==> config.mk <==
export PLATFORM = sky130hd
export DESIGN_NAME = sxcap_regs
export DESIGN_NICKNAME = d
export VERILOG_FILES = /design/src/common/sxcap_pkg.sv /design/src/hw/sxcap_egress_filter.sv /design/src/hw/sxcap_regs.sv /design/src/hw/sxcap_sync.sv
export SDC_FILE = /design/constraint.sdc
export NUM_CORES = 1
export LEC_CHECK = 0
export BUFFER_PORTS_ARGS = -buffer_cell sky130_fd_sc_hd__buf_2
export CAP_MARGIN = 20
export CORE_UTILIZATION = 40
export CTS_BUF_LIST = sky130_fd_sc_hd__clkbuf_4
export CTS_CLUSTER_SIZE = 16
export DETAILED_ROUTE_END_ITERATION = 8
export PLACE_DENSITY = 0.65
export SYNTH_ARGS = -nofsm -noshare
export SYNTH_HDL_FRONTEND = slang
export SYNTH_SLANG_ARGS = --single-unit
==> constraint.sdc <==
create_clock -name clk -period 2.1 [get_ports clk]
set_input_delay 0.105 -clock clk [delete_from_list [all_inputs] [get_ports clk]]
set_output_delay 0.105 -clock clk [all_outputs]
set_load 0.02 [all_outputs]
==> src/common/sxcap_pkg.sv <==
package sxcap_pkg;

    localparam int ADDR_W = 12;

    // ---------------------------------------------------------------
    // register offsets
    // ---------------------------------------------------------------
    localparam logic [11:0] OFF_ACS_HDR   = 12'h220;
    localparam logic [11:0] OFF_ACS_CAP   = 12'h224;
    localparam logic [11:0] OFF_EGR_VEC   = 12'h228;
    localparam logic [11:0] OFF_LTR_HDR   = 12'h230;
    localparam logic [11:0] OFF_MAX_LAT   = 12'h234;
    localparam logic [11:0] OFF_L1SS_HDR  = 12'h240;

    // ---------------------------------------------------------------
    // capability header contents
    // ---------------------------------------------------------------
    localparam logic [15:0] ACS_CAP_ID    = 16'h000D;
    localparam logic [15:0] LTR_CAP_ID    = 16'h0018;
    localparam logic [15:0] L1SS_CAP_ID   = 16'h001E;
    localparam logic [3:0]  CAP_VERSION   = 4'h1;
    localparam logic [11:0] NEXT_L1SS     = 12'h240;
    localparam logic [11:0] NEXT_UP_PTM   = 12'h260;
    localparam logic [11:0] NEXT_DN_DPC   = 12'h250;

    // ---------------------------------------------------------------
    // field layout and reset values
    // ---------------------------------------------------------------
    localparam int          ACS_FEAT_N    = 7;
    localparam int          ACS_EN_LSB    = 16;
    localparam int          ACS_EGR_EN    = 5;
    localparam logic [6:0]  ACS_SUPPORT   = 7'h7F;
    localparam logic [7:0]  EGR_VEC_SIZE  = 8'h08;
    localparam int          EGR_N         = 8;
    localparam logic [6:0]  ACS_EN_RST    = 7'h00;
    localparam logic [7:0]  EGR_VEC_RST   = 8'h00;
    localparam logic [9:0]  LAT_VAL_RST   = 10'h000;
    localparam logic [2:0]  LAT_SCL_RST   = 3'h0;
    localparam int          SNP_VAL_LSB   = 0;
    localparam int          SNP_SCL_LSB   = 10;
    localparam int          NSN_VAL_LSB   = 16;
    localparam int          NSN_SCL_LSB   = 26;

    // ---------------------------------------------------------------
    // bus answers
    // ---------------------------------------------------------------
    localparam logic [1:0]  RESP_OKAY     = 2'b00;
    localparam logic [1:0]  RESP_SLVERR   = 2'b10;

    function automatic logic [31:0] cap_header(input logic [15:0] id,
                                               input logic [11:0] next);
        cap_header = {next, CAP_VERSION, id};
    endfunction : cap_header

    // merge a write into a stored word, lane by lane
    function automatic logic [31:0] apply_strb(input logic [31:0] old_w,
                                               input logic [31:0] new_w,
                                               input logic [3:0]  strb);
        logic [31:0] res;
        res = old_w;
        for (int i = 0; i < 4; i++) begin
            if (strb[i]) begin
                res[i*8 +: 8] = new_w[i*8 +: 8];
            end
        end
        apply_strb = res;
    endfunction : apply_strb

endpackage : sxcap_pkg

==> src/hw/sxcap_egress_filter.sv <==
`timescale 1ns/1ps
module sxcap_egress_filter (
    input  wire logic       clk,            // core clock
    input  wire logic       rstn,           // synchronous reset, active low
    input  wire logic       egress_en,      // egress control enable
    input  wire logic [7:0] egress_vec,     // per-port block bits
    input  wire logic       peer_valid,     // peer request to check
    input  wire logic [2:0] peer_port,      // target port of the request
    output logic            chk_valid,      // verdict valid, one cycle
    output logic            chk_blocked     // request must be blocked or redirected
);
    logic valid_reg;
    logic blocked_reg;

    always_ff @(posedge clk) begin
        if (!rstn) begin
            valid_reg   <= 1'b0;
            blocked_reg <= 1'b0;
        end else begin
            valid_reg   <= peer_valid;
            blocked_reg <= peer_valid & egress_en & egress_vec[peer_port];
        end
    end

    assign chk_valid   = valid_reg;
    assign chk_blocked = blocked_reg;
endmodule : sxcap_egress_filter

==> src/hw/sxcap_regs.sv <==
// Implementation choice: the AXI4-Lite interface to the registers.
`timescale 1ns/1ps
module sxcap_regs (
    input  wire logic        clk,              // core clock, 100 MHz
    input  wire logic        rstn,             // synchronous reset, active low
    input  wire logic        upstream_strap,   // pin: high for the upstream port
    // axi4-lite slave
    input  wire logic [11:0] s_axi_awaddr,     // write address
    input  wire logic        s_axi_awvalid,    // write address valid
    output logic             s_axi_awready,    // write address ready
    input  wire logic [31:0] s_axi_wdata,      // write data
    input  wire logic [3:0]  s_axi_wstrb,      // write byte strobes
    input  wire logic        s_axi_wvalid,     // write data valid
    output logic             s_axi_wready,     // write data ready
    output logic [1:0]       s_axi_bresp,      // write response
    output logic             s_axi_bvalid,     // write response valid
    input  wire logic        s_axi_bready,     // write response ready
    input  wire logic [11:0] s_axi_araddr,     // read address
    input  wire logic        s_axi_arvalid,    // read address valid
    output logic             s_axi_arready,    // read address ready
    output logic [31:0]      s_axi_rdata,      // read data
    output logic [1:0]       s_axi_rresp,      // read response
    output logic             s_axi_rvalid,     // read data valid
    input  wire logic        s_axi_rready,     // read data ready
    // block controls
    output logic [6:0]       acs_enable,       // ACS feature enables
    output logic [7:0]       egress_vector,    // egress control vector
    output logic [9:0]       snoop_lat_value,  // max snoop latency value
    output logic [2:0]       snoop_lat_scale,  // max snoop latency scale
    output logic [9:0]       nosnoop_lat_value,// max no-snoop latency value
    output logic [2:0]       nosnoop_lat_scale,// max no-snoop latency scale
    output logic             is_upstream,      // synchronised port role
    // peer request check
    input  wire logic        peer_valid,       // peer request to check
    input  wire logic [2:0]  peer_port,        // its target port
    output logic             peer_chk_valid,   // verdict valid
    output logic             peer_chk_blocked  // verdict: block or redirect
);

    // ---------------------------------------------------------------
    // port role
    // ---------------------------------------------------------------
    // role is a board strap; it is expected to be static while running
    logic role_up;

    sxcap_sync u_role_sync (
        .clk   (clk),
        .rstn  (rstn),
        .d_in  (upstream_strap),
        .q_out (role_up)
    );

    // ---------------------------------------------------------------
    // register state
    // ---------------------------------------------------------------
    logic [6:0]  acs_en_reg;
    logic [7:0]  egr_vec_reg;
    logic [9:0]  snp_val_reg;
    logic [2:0]  snp_scl_reg;
    logic [9:0]  nsn_val_reg;
    logic [2:0]  nsn_scl_reg;

    // ---------------------------------------------------------------
    // write channel
    // ---------------------------------------------------------------
    logic        aw_held_reg;
    logic        w_held_reg;
    logic [11:0] wr_addr_reg;
    logic [31:0] wr_data_reg;
    logic [3:0]  wr_strb_reg;
    logic        bvalid_reg;
    logic [1:0]  bresp_reg;
    logic        wr_fire;

    assign s_axi_awready = !aw_held_reg && !bvalid_reg;
    assign s_axi_wready  = !w_held_reg && !bvalid_reg;
    assign wr_fire       = aw_held_reg && w_held_reg && !bvalid_reg;

    always_ff @(posedge clk) begin
        if (!rstn) begin
            aw_held_reg <= 1'b0;
            wr_addr_reg <= 12'h000;
        end else if (s_axi_awvalid && s_axi_awready) begin
            aw_held_reg <= 1'b1;
            wr_addr_reg <= s_axi_awaddr;
        end else if (wr_fire) begin
            aw_held_reg <= 1'b0;
        end
    end

    always_ff @(posedge clk) begin
        if (!rstn) begin
            w_held_reg  <= 1'b0;
            wr_data_reg <= 32'h0000_0000;
            wr_strb_reg <= 4'h0;
        end else if (s_axi_wvalid && s_axi_wready) begin
            w_held_reg  <= 1'b1;
            wr_data_reg <= s_axi_wdata;
            wr_strb_reg <= s_axi_wstrb;
        end else if (wr_fire) begin
            w_held_reg <= 1'b0;
        end
    end

    function automatic logic word_hit(input logic [11:0] a, input logic [11:0] off);
        word_hit = (a[11:2] == off[11:2]);
    endfunction : word_hit

    function automatic logic mapped(input logic [11:0] a);
        mapped = word_hit(a, sxcap_pkg::OFF_ACS_HDR) || word_hit(a, sxcap_pkg::OFF_ACS_CAP)
              || word_hit(a, sxcap_pkg::OFF_EGR_VEC) || word_hit(a, sxcap_pkg::OFF_LTR_HDR)
              || word_hit(a, sxcap_pkg::OFF_MAX_LAT) || word_hit(a, sxcap_pkg::OFF_L1SS_HDR);
    endfunction : mapped

    always_ff @(posedge clk) begin
        if (!rstn) begin
            bvalid_reg <= 1'b0;
            bresp_reg  <= sxcap_pkg::RESP_OKAY;
        end else if (wr_fire) begin
            bvalid_reg <= 1'b1;
            bresp_reg  <= mapped(wr_addr_reg) ? sxcap_pkg::RESP_OKAY : sxcap_pkg::RESP_SLVERR;
        end else if (s_axi_bready) begin
            bvalid_reg <= 1'b0;
        end
    end

    assign s_axi_bvalid = bvalid_reg;
    assign s_axi_bresp  = bresp_reg;

    // ---------------------------------------------------------------
    // register updates
    // ---------------------------------------------------------------
    // only writable fields are stored; headers, read-only and reserved bits
    // have no flops, so writes to them are dropped by construction
    logic [31:0] acs_merge;
    logic [31:0] egr_merge;
    logic [31:0] lat_merge;

    assign acs_merge = sxcap_pkg::apply_strb(32'h0000_0000, wr_data_reg, wr_strb_reg);
    assign egr_merge = sxcap_pkg::apply_strb({24'h00_0000, egr_vec_reg}, wr_data_reg,
                                             wr_strb_reg);
    assign lat_merge = sxcap_pkg::apply_strb({3'h0, nsn_scl_reg, nsn_val_reg,
                                              3'h0, snp_scl_reg, snp_val_reg},
                                             wr_data_reg, wr_strb_reg);

    always_ff @(posedge clk) begin
        if (!rstn) begin
            acs_en_reg <= sxcap_pkg::ACS_EN_RST;
        end else if (wr_fire && !role_up && word_hit(wr_addr_reg, sxcap_pkg::OFF_ACS_CAP)
                     && wr_strb_reg[2]) begin
            acs_en_reg <= acs_merge[sxcap_pkg::ACS_EN_LSB +: sxcap_pkg::ACS_FEAT_N];
        end
    end

    always_ff @(posedge clk) begin
        if (!rstn) begin
            egr_vec_reg <= sxcap_pkg::EGR_VEC_RST;
        end else if (wr_fire && !role_up && word_hit(wr_addr_reg, sxcap_pkg::OFF_EGR_VEC)) begin
            egr_vec_reg <= egr_merge[7:0];
        end
    end

    always_ff @(posedge clk) begin
        if (!rstn) begin
            snp_val_reg <= sxcap_pkg::LAT_VAL_RST;
            snp_scl_reg <= sxcap_pkg::LAT_SCL_RST;
            nsn_val_reg <= sxcap_pkg::LAT_VAL_RST;
            nsn_scl_reg <= sxcap_pkg::LAT_SCL_RST;
        end else if (wr_fire && role_up && word_hit(wr_addr_reg, sxcap_pkg::OFF_MAX_LAT)) begin
            snp_val_reg <= lat_merge[sxcap_pkg::SNP_VAL_LSB +: 10];
            snp_scl_reg <= lat_merge[sxcap_pkg::SNP_SCL_LSB +: 3];
            nsn_val_reg <= lat_merge[sxcap_pkg::NSN_VAL_LSB +: 10];
            nsn_scl_reg <= lat_merge[sxcap_pkg::NSN_SCL_LSB +: 3];
        end
    end

    // ---------------------------------------------------------------
    // read channel
    // ---------------------------------------------------------------
    logic        rvalid_reg;
    logic [31:0] rdata_reg;
    logic [1:0]  rresp_reg;

    // registers absent for this role read as zero with OKAY, like empty config space
    function automatic logic [31:0] read_word(input logic [11:0] a, input logic up);
        logic [31:0] v;
        v = 32'h0000_0000;
        if (word_hit(a, sxcap_pkg::OFF_ACS_HDR) && !up) begin
            v = sxcap_pkg::cap_header(sxcap_pkg::ACS_CAP_ID, sxcap_pkg::NEXT_L1SS);
        end else if (word_hit(a, sxcap_pkg::OFF_ACS_CAP) && !up) begin
            v = {9'h000, acs_en_reg, sxcap_pkg::EGR_VEC_SIZE, 1'b0,
                 sxcap_pkg::ACS_SUPPORT};
        end else if (word_hit(a, sxcap_pkg::OFF_EGR_VEC) && !up) begin
            v = {24'h00_0000, egr_vec_reg};
        end else if (word_hit(a, sxcap_pkg::OFF_LTR_HDR) && up) begin
            v = sxcap_pkg::cap_header(sxcap_pkg::LTR_CAP_ID, sxcap_pkg::NEXT_L1SS);
        end else if (word_hit(a, sxcap_pkg::OFF_MAX_LAT) && up) begin
            v = {3'h0, nsn_scl_reg, nsn_val_reg, 3'h0, snp_scl_reg, snp_val_reg};
        end else if (word_hit(a, sxcap_pkg::OFF_L1SS_HDR)) begin
            v = sxcap_pkg::cap_header(sxcap_pkg::L1SS_CAP_ID,
                    up ? sxcap_pkg::NEXT_UP_PTM : sxcap_pkg::NEXT_DN_DPC);
        end
        read_word = v;
    endfunction : read_word

    assign s_axi_arready = !rvalid_reg;

    always_ff @(posedge clk) begin
        if (!rstn) begin
            rvalid_reg <= 1'b0;
            rdata_reg  <= 32'h0000_0000;
            rresp_reg  <= sxcap_pkg::RESP_OKAY;
        end else if (s_axi_arvalid && s_axi_arready) begin
            rvalid_reg <= 1'b1;
            rdata_reg  <= read_word(s_axi_araddr, role_up);
            rresp_reg  <= mapped(s_axi_araddr) ? sxcap_pkg::RESP_OKAY : sxcap_pkg::RESP_SLVERR;
        end else if (s_axi_rready) begin
            rvalid_reg <= 1'b0;
        end
    end

    assign s_axi_rvalid = rvalid_reg;
    assign s_axi_rdata  = rdata_reg;
    assign s_axi_rresp  = rresp_reg;

    // ---------------------------------------------------------------
    // block outputs
    // ---------------------------------------------------------------
    assign acs_enable        = acs_en_reg;
    assign egress_vector     = egr_vec_reg;
    assign snoop_lat_value   = snp_val_reg;
    assign snoop_lat_scale   = snp_scl_reg;
    assign nosnoop_lat_value = nsn_val_reg;
    assign nosnoop_lat_scale = nsn_scl_reg;
    assign is_upstream       = role_up;

    sxcap_egress_filter u_egress (
        .clk         (clk),
        .rstn        (rstn),
        .egress_en   (acs_en_reg[sxcap_pkg::ACS_EGR_EN]),
        .egress_vec  (egr_vec_reg),
        .peer_valid  (peer_valid),
        .peer_port   (peer_port),
        .chk_valid   (peer_chk_valid),
        .chk_blocked (peer_chk_blocked)
    );

    logic rd_go;
    logic [11:0] ra;
    assign rd_go = s_axi_arvalid && s_axi_arready;
    assign ra    = s_axi_araddr;
endmodule : sxcap_regs

==> src/hw/sxcap_sync.sv <==
`timescale 1ns/1ps
module sxcap_sync (
    input  wire logic clk,     // core clock
    input  wire logic rstn,    // synchronous reset, active low
    input  wire logic d_in,    // asynchronous level
    output logic      q_out    // level in the clk domain
);
    logic meta_reg;
    logic sync_reg;

    // first stage is read only by the second stage
    always_ff @(posedge clk) begin
        if (!rstn) begin
            meta_reg <= 1'b0;
            sync_reg <= 1'b0;
        end else begin
            meta_reg <= d_in;
            sync_reg <= meta_reg;
        end
    end

    assign q_out = sync_reg;
endmodule : sxcap_sync

* Word level (Yosys, flattened, before mapping) *
Cells that the tools add are included.

storage, ports and cells
  register bits = 130
  bits in latches = 0
  bits in writable memories = 0
  bits in read-only memories = 0
  logic and storage cells = 98
  memories = 0

operators by class
  add/subtract/negate cells = 0
  multipliers = 0
  div/mod/pow operators = 0
  $lt $le $gt $ge = 1
  equal/unequal tests = 12
  shift operators = 0
  muxes and demuxes = 19
  bitwise gates (word level) = 2
  reduce and logical (&&, ||, !) cells = 42

operators with widths
  cell                 count
  $mux 30              6
  $eq 10x8->1 const B  12
  $logic_and 1x1->1    18
  $logic_or 1x1->1     10
  $reduce_and 2->1     5
  $mux 1               8
  $reduce_bool 2->1    4
  $mux 7               1
  $mux 6               1
  $logic_not 1->1      5
  $lt 3x4->1 const B   1
  $mux 2               2
  $bmux 1 s3           1
  $and 1x1->1          2

* Longest topological paths before layout *
  depth in word-level cells = 7
  depth in mapped cells = 7
  mapped depth without buffers = 4

* Modules after synthesis *
A second synthesis with hierarchy kept.

unflattened totals
  cell total of the unflattened synthesis = 588
  area total of the unflattened synthesis = 4,959.8 um^2

modules (own cells, without submodules)
  module               times used  cells an instance  area an instance (um^2)
  sxcap_regs           1           573                4,778.3
  sxcap_egress_filter  1           11                 128.9
  sxcap_sync           1           4                  52.6

* Least setup slack after synthesis *
No wires, ideal clock.

  path kind = reg2reg
  start = reg u_role_sync.sync_reg (netlist: u_role_sync.q_out)
  end = reg rdata_reg[1] (netlist: s_axi_rdata[1])
  library setup time = 125 ps
  arrival = 1,602 ps
  path slack = 373 ps
  stages on the path, launching flop included = 6
  path buffers = 1
  period minus slack after synthesis = 1,727 ps
  cell sequence = dfxtp_1 > buf_2 > or4_4 > or3_4 > o31ai_4 > nor3_1

on the way
  cells in the longest elaborated chain, start to end = 6
  elaborated cells on any way between the ends = 11
  those cells by class = mux: 5; reduce/logical: 6

RTL lines
  item                    RTL line           source
  start, declared         sxcap_sync.sv:9    logic sync_reg;
  start signal, assigned  sxcap_sync.sv:18   sync_reg <= meta_reg;
  $logic_and 1x1->1       sxcap_regs.sv:197  end else if (word_hit(a, sxcap_pkg::OFF_MAX_LAT) && up) begin
  $mux 30                 sxcap_regs.sv:197
  $mux 30                 sxcap_regs.sv:195  end else if (word_hit(a, sxcap_pkg::OFF_LTR_HDR) && up) begin
  $mux 30                 sxcap_regs.sv:193  end else if (word_hit(a, sxcap_pkg::OFF_EGR_VEC) && !up) begin
  $mux 30                 sxcap_regs.sv:190  end else if (word_hit(a, sxcap_pkg::OFF_ACS_CAP) && !up) begin
  $mux 30 *               sxcap_regs.sv:188  if (word_hit(a, sxcap_pkg::OFF_ACS_HDR) && !up) begin
  end signal, assigned    sxcap_regs.sv:215  rdata_reg <= read_word(s_axi_araddr, role_up);
  end, declared           sxcap_regs.sv:181  logic [31:0] rdata_reg;

Mark *: on every way between the ends. The rest lies on a longest branch, timed or not.
A chain may end at the register's enable or synchronous reset.

* Final worst setup path *
  start = reg bvalid_reg (netlist: s_axi_bvalid)
  end = reg egr_vec_reg[0] (netlist: egress_vector[0])

on the way
  cells in the longest elaborated chain, start to end = 5

RTL lines
  item                            RTL line           source
  start, declared                 sxcap_regs.sv:71   logic bvalid_reg;
  start signal, assigned          sxcap_regs.sv:117  bvalid_reg <= 1'b0;
  start signal, assigned          sxcap_regs.sv:120  bvalid_reg <= 1'b1;
  start signal, assigned          sxcap_regs.sv:123  bvalid_reg <= 1'b0;
  $logic_not 1->1                 sxcap_regs.sv:77   assign wr_fire = aw_held_reg && w_held_reg && !bvalid_reg;
  $logic_and 1x1->1               sxcap_regs.sv:77
  $logic_and 1x1->1 (2 in a row)  sxcap_regs.sv:158  end else if (wr_fire && !role_up && word_hit(wr_addr_reg, sxcap_pkg::OFF_EGR_VEC)) begin
  $reduce_and 2->1 (no line)      --
  end signal, assigned            sxcap_regs.sv:157  egr_vec_reg <= sxcap_pkg::EGR_VEC_RST;
  end signal, assigned            sxcap_regs.sv:159  egr_vec_reg <= egr_merge[7:0];
  end, declared                   sxcap_regs.sv:57   logic [7:0] egr_vec_reg;

Every way passes these cells.

==> reports/metrics.cfg <==
[finish]
antenna_cells=0
layout-drive-gt1-share_pct=25.1
final_cell_count_no_fill=945
nFillCells=1140
nNetsFinal=836
fin_util_pct=55.0
area_growth_pct=33.2
largest_reg_flops=27

[synth]
synthCells=587
synth_edf_count=0
synth_seq_cells=118
synth_area_leaders=dfxtp_1 (47%), nand2_1 (10%), a21oi_1 (6.5%)
yosys.area.top_type_share_pct=47.3
synth_ff_type=dfxtp_1
ys_async_sr_fraction_pct=0
synth.most_common_cell=nand2_1
yosys-top-cells-count=nand2_1 (136), dfxtp_1 (118), a21oi_1 (65)
syn_area_per_cell_um2=8.52
yosysTopAreaCell=dfxtp_1
syn_area_um2=5000
yosysSeqAreaShare_pct=47.3
ys_types=57
yosysWarnings=0

[floorplanning]
start_util_pct=41.3
rows=40
die_h_um=114
die_area_um2=12900
core_um2=12100
ios=157
die_x_um=114

[drt]
wl_met2_um=6610
wl_per_cell_um=15.2
wl_met3_um=880
final_antenna_net_count=0
vias=4807
drc=0
highest_layer=met4
wl_um=14300
first_pass_iters=5
via_per_inst=5.09
drt_iter0_markers=313
wl_met1_um=6630

[placed_design]
dp_hpwl_um=10000
io_buffers=139
gp_congestion=0.821
dpl.cell_count=865

[worst_setup_path]
worstPathArrival_ps=2260
endpoint_kind=flop
reg2reg_to=egress_vector[0]
crit_required_ps=2550
r2r_setup_slack_ps=290
path_class=flop to flop
worstPathMaxFanout=8
startpoint_type=flop
r2r_cells=4
r2r-start=s_axi_bvalid

[pwr]
p_per_area_nw_per_um2=736
p_leak_uw=0.00286
ir_drop_mv=0.435
p_total_uw=4900

[sta]
post-route-period-util_pct=86.2
hold_ws_ps=72.8
slew_headroom_pct=58.3
skew_ps=17.9
hold_viol=0
worst_slew_pin_slew_ps=626
finalSetupTns_ps=0
slew_viol_final=0
max_freq_mhz=553
fin_crit_ps=1810
rsz0062_at_grt=false
finalSetupViolCount=0

[clock_network]
postCtsResizedCells=0
clkLatencyLatePin_ps=530
cts.clk_slew.worst_paths_ps=100
clk_path_buf_depth=2
htree_levels=4
cts_buffers=17
clock-sinks=118
tritoncts=built
ctsRootBufferMaster=clkbuf_4

[flow_run]
max_cap_violations=0

[worst_hold_path]
hp-start=s_axi_araddr[6]
min_to=s_axi_rdata[3]
holdPathStages=4
hold_path.class=input pin to flop

[global_route]
grt_max_degree=63
antenna_found_initial=0
grtUsageTotal_pct=22.9
overflow=0
grt_pass1_vias=4565
grt_pass1_wl_um=23000

[run_status]
outcome=finished clean

[metal layers]
metal,GRT usage (%),vias up
met1,29.9,2237
met4,8.57,0
met3,5.95,22
li1,-,2396
met5,0,-
met2,36.5,152
[metrics by stage]
step           cell area [um^2]  setup slack (ps)
6_report                   6660               290
5_1_grt                    6660               105
4_1_cts                    6660               288
3_5_place_dp               5820               305
3_3_place_gp               5820               373
2_1_floorplan              5020               373
[power by group]
group | leakage, uW | total [uW] | internal [uW] | switching, uW
logic | 0.00172 | 513 | 216 | 297
clock network | 0.000182 | 2030 | 1170 | 859
registers | 0.000960 | 2360 | 2310 | 52.1
total | 0.00286 | 4900 | 3690 | 1210
[cells in the final DEF (no fill, tap or decap), types with 3 or more instances in the layout]
master         synthesis  final
nor3_1                 7      7
o31ai_1                3      3
and3_1                 6      6
o2111ai_1              3      3
buf_2                  7    139
a22oi_1                6      6
inv_1                  9      9
clkbuf_4               0     17
nand2_1              136    136
clkinv_2               0      3
nand3b_1               3      3
a31oi_1                6      6
conb_1                 1      7
nor2b_1                5      5
nor4_1                 3      3
mux2i_1               32     32
dfxtp_1              118    118
nand4_1               12     12
a32oi_1                7      7
dlygate4sd3_1          0     48
a21oi_1               65     65
a2bb2oi_1              7      7
nand2b_1               4      4
o21ai_0               25     25
and2_1                 8      8
a21o_1                 3      3
nand3_1                9      9
buf_4                  9     13
nor2_1                23     23
clkinvlp_4             0      3
bufinv_16              0      6
[area by class of cell]
class | count | area [um^2] | area share [%]
tap | 168 | 210 | 3.16
sequential | 118 | 2360 | 35.5
clock inverter | 15 | 234 | 3.51
inverter | 10 | 37.5 | 0.564
timing repair buffer | 201 | 1290 | 19.4
multi-input combinational | 416 | 2390 | 35.9
clock buffer | 17 | 128 | 1.92
[worst max path at each step]
stage / startpoint / to / slack (ps) / cells past startpoint
2_1_floorplan: u_role_sync.q_out / s_axi_rdata[1] / 370 / 5
3_3_place_gp: s_axi_bvalid / egress_vector[0] / 370 / 4
3_5_place_dp: s_axi_bvalid / acs_enable[3] / 300 / 4
4_1_cts: s_axi_bvalid / acs_enable[3] / 290 / 4
5_1_grt: wr_addr_reg[11] / egress_vector[7] / 100 / 4
6_report: s_axi_bvalid / egress_vector[0] / 290 / 4
[critical path: stages (launching register included)]
cell and delay (ps):
dfxtp_1 370, and3b_1 330, and2_1 280, and4_1 540, mux2i_1 230
[logic make-up after synthesis]
group                  share of synthesized area [%]
buffers and inverters                           5.31
flip-flops                                      47.3
AND/OR/NAND/NOR                                 23.1
XOR/XNOR                                       0.175
AO/OA/AOI/OAI                                   16.7
multiplexers                                    7.31
other                                         0.0750
[repair_timing]
item / CTS / global route
setup buffers: 0 / 0
hold endpoints to repair: 46 / 0
hold buffers: 48 / 0
No activity file was read; power rests on OpenSTA's default activity.
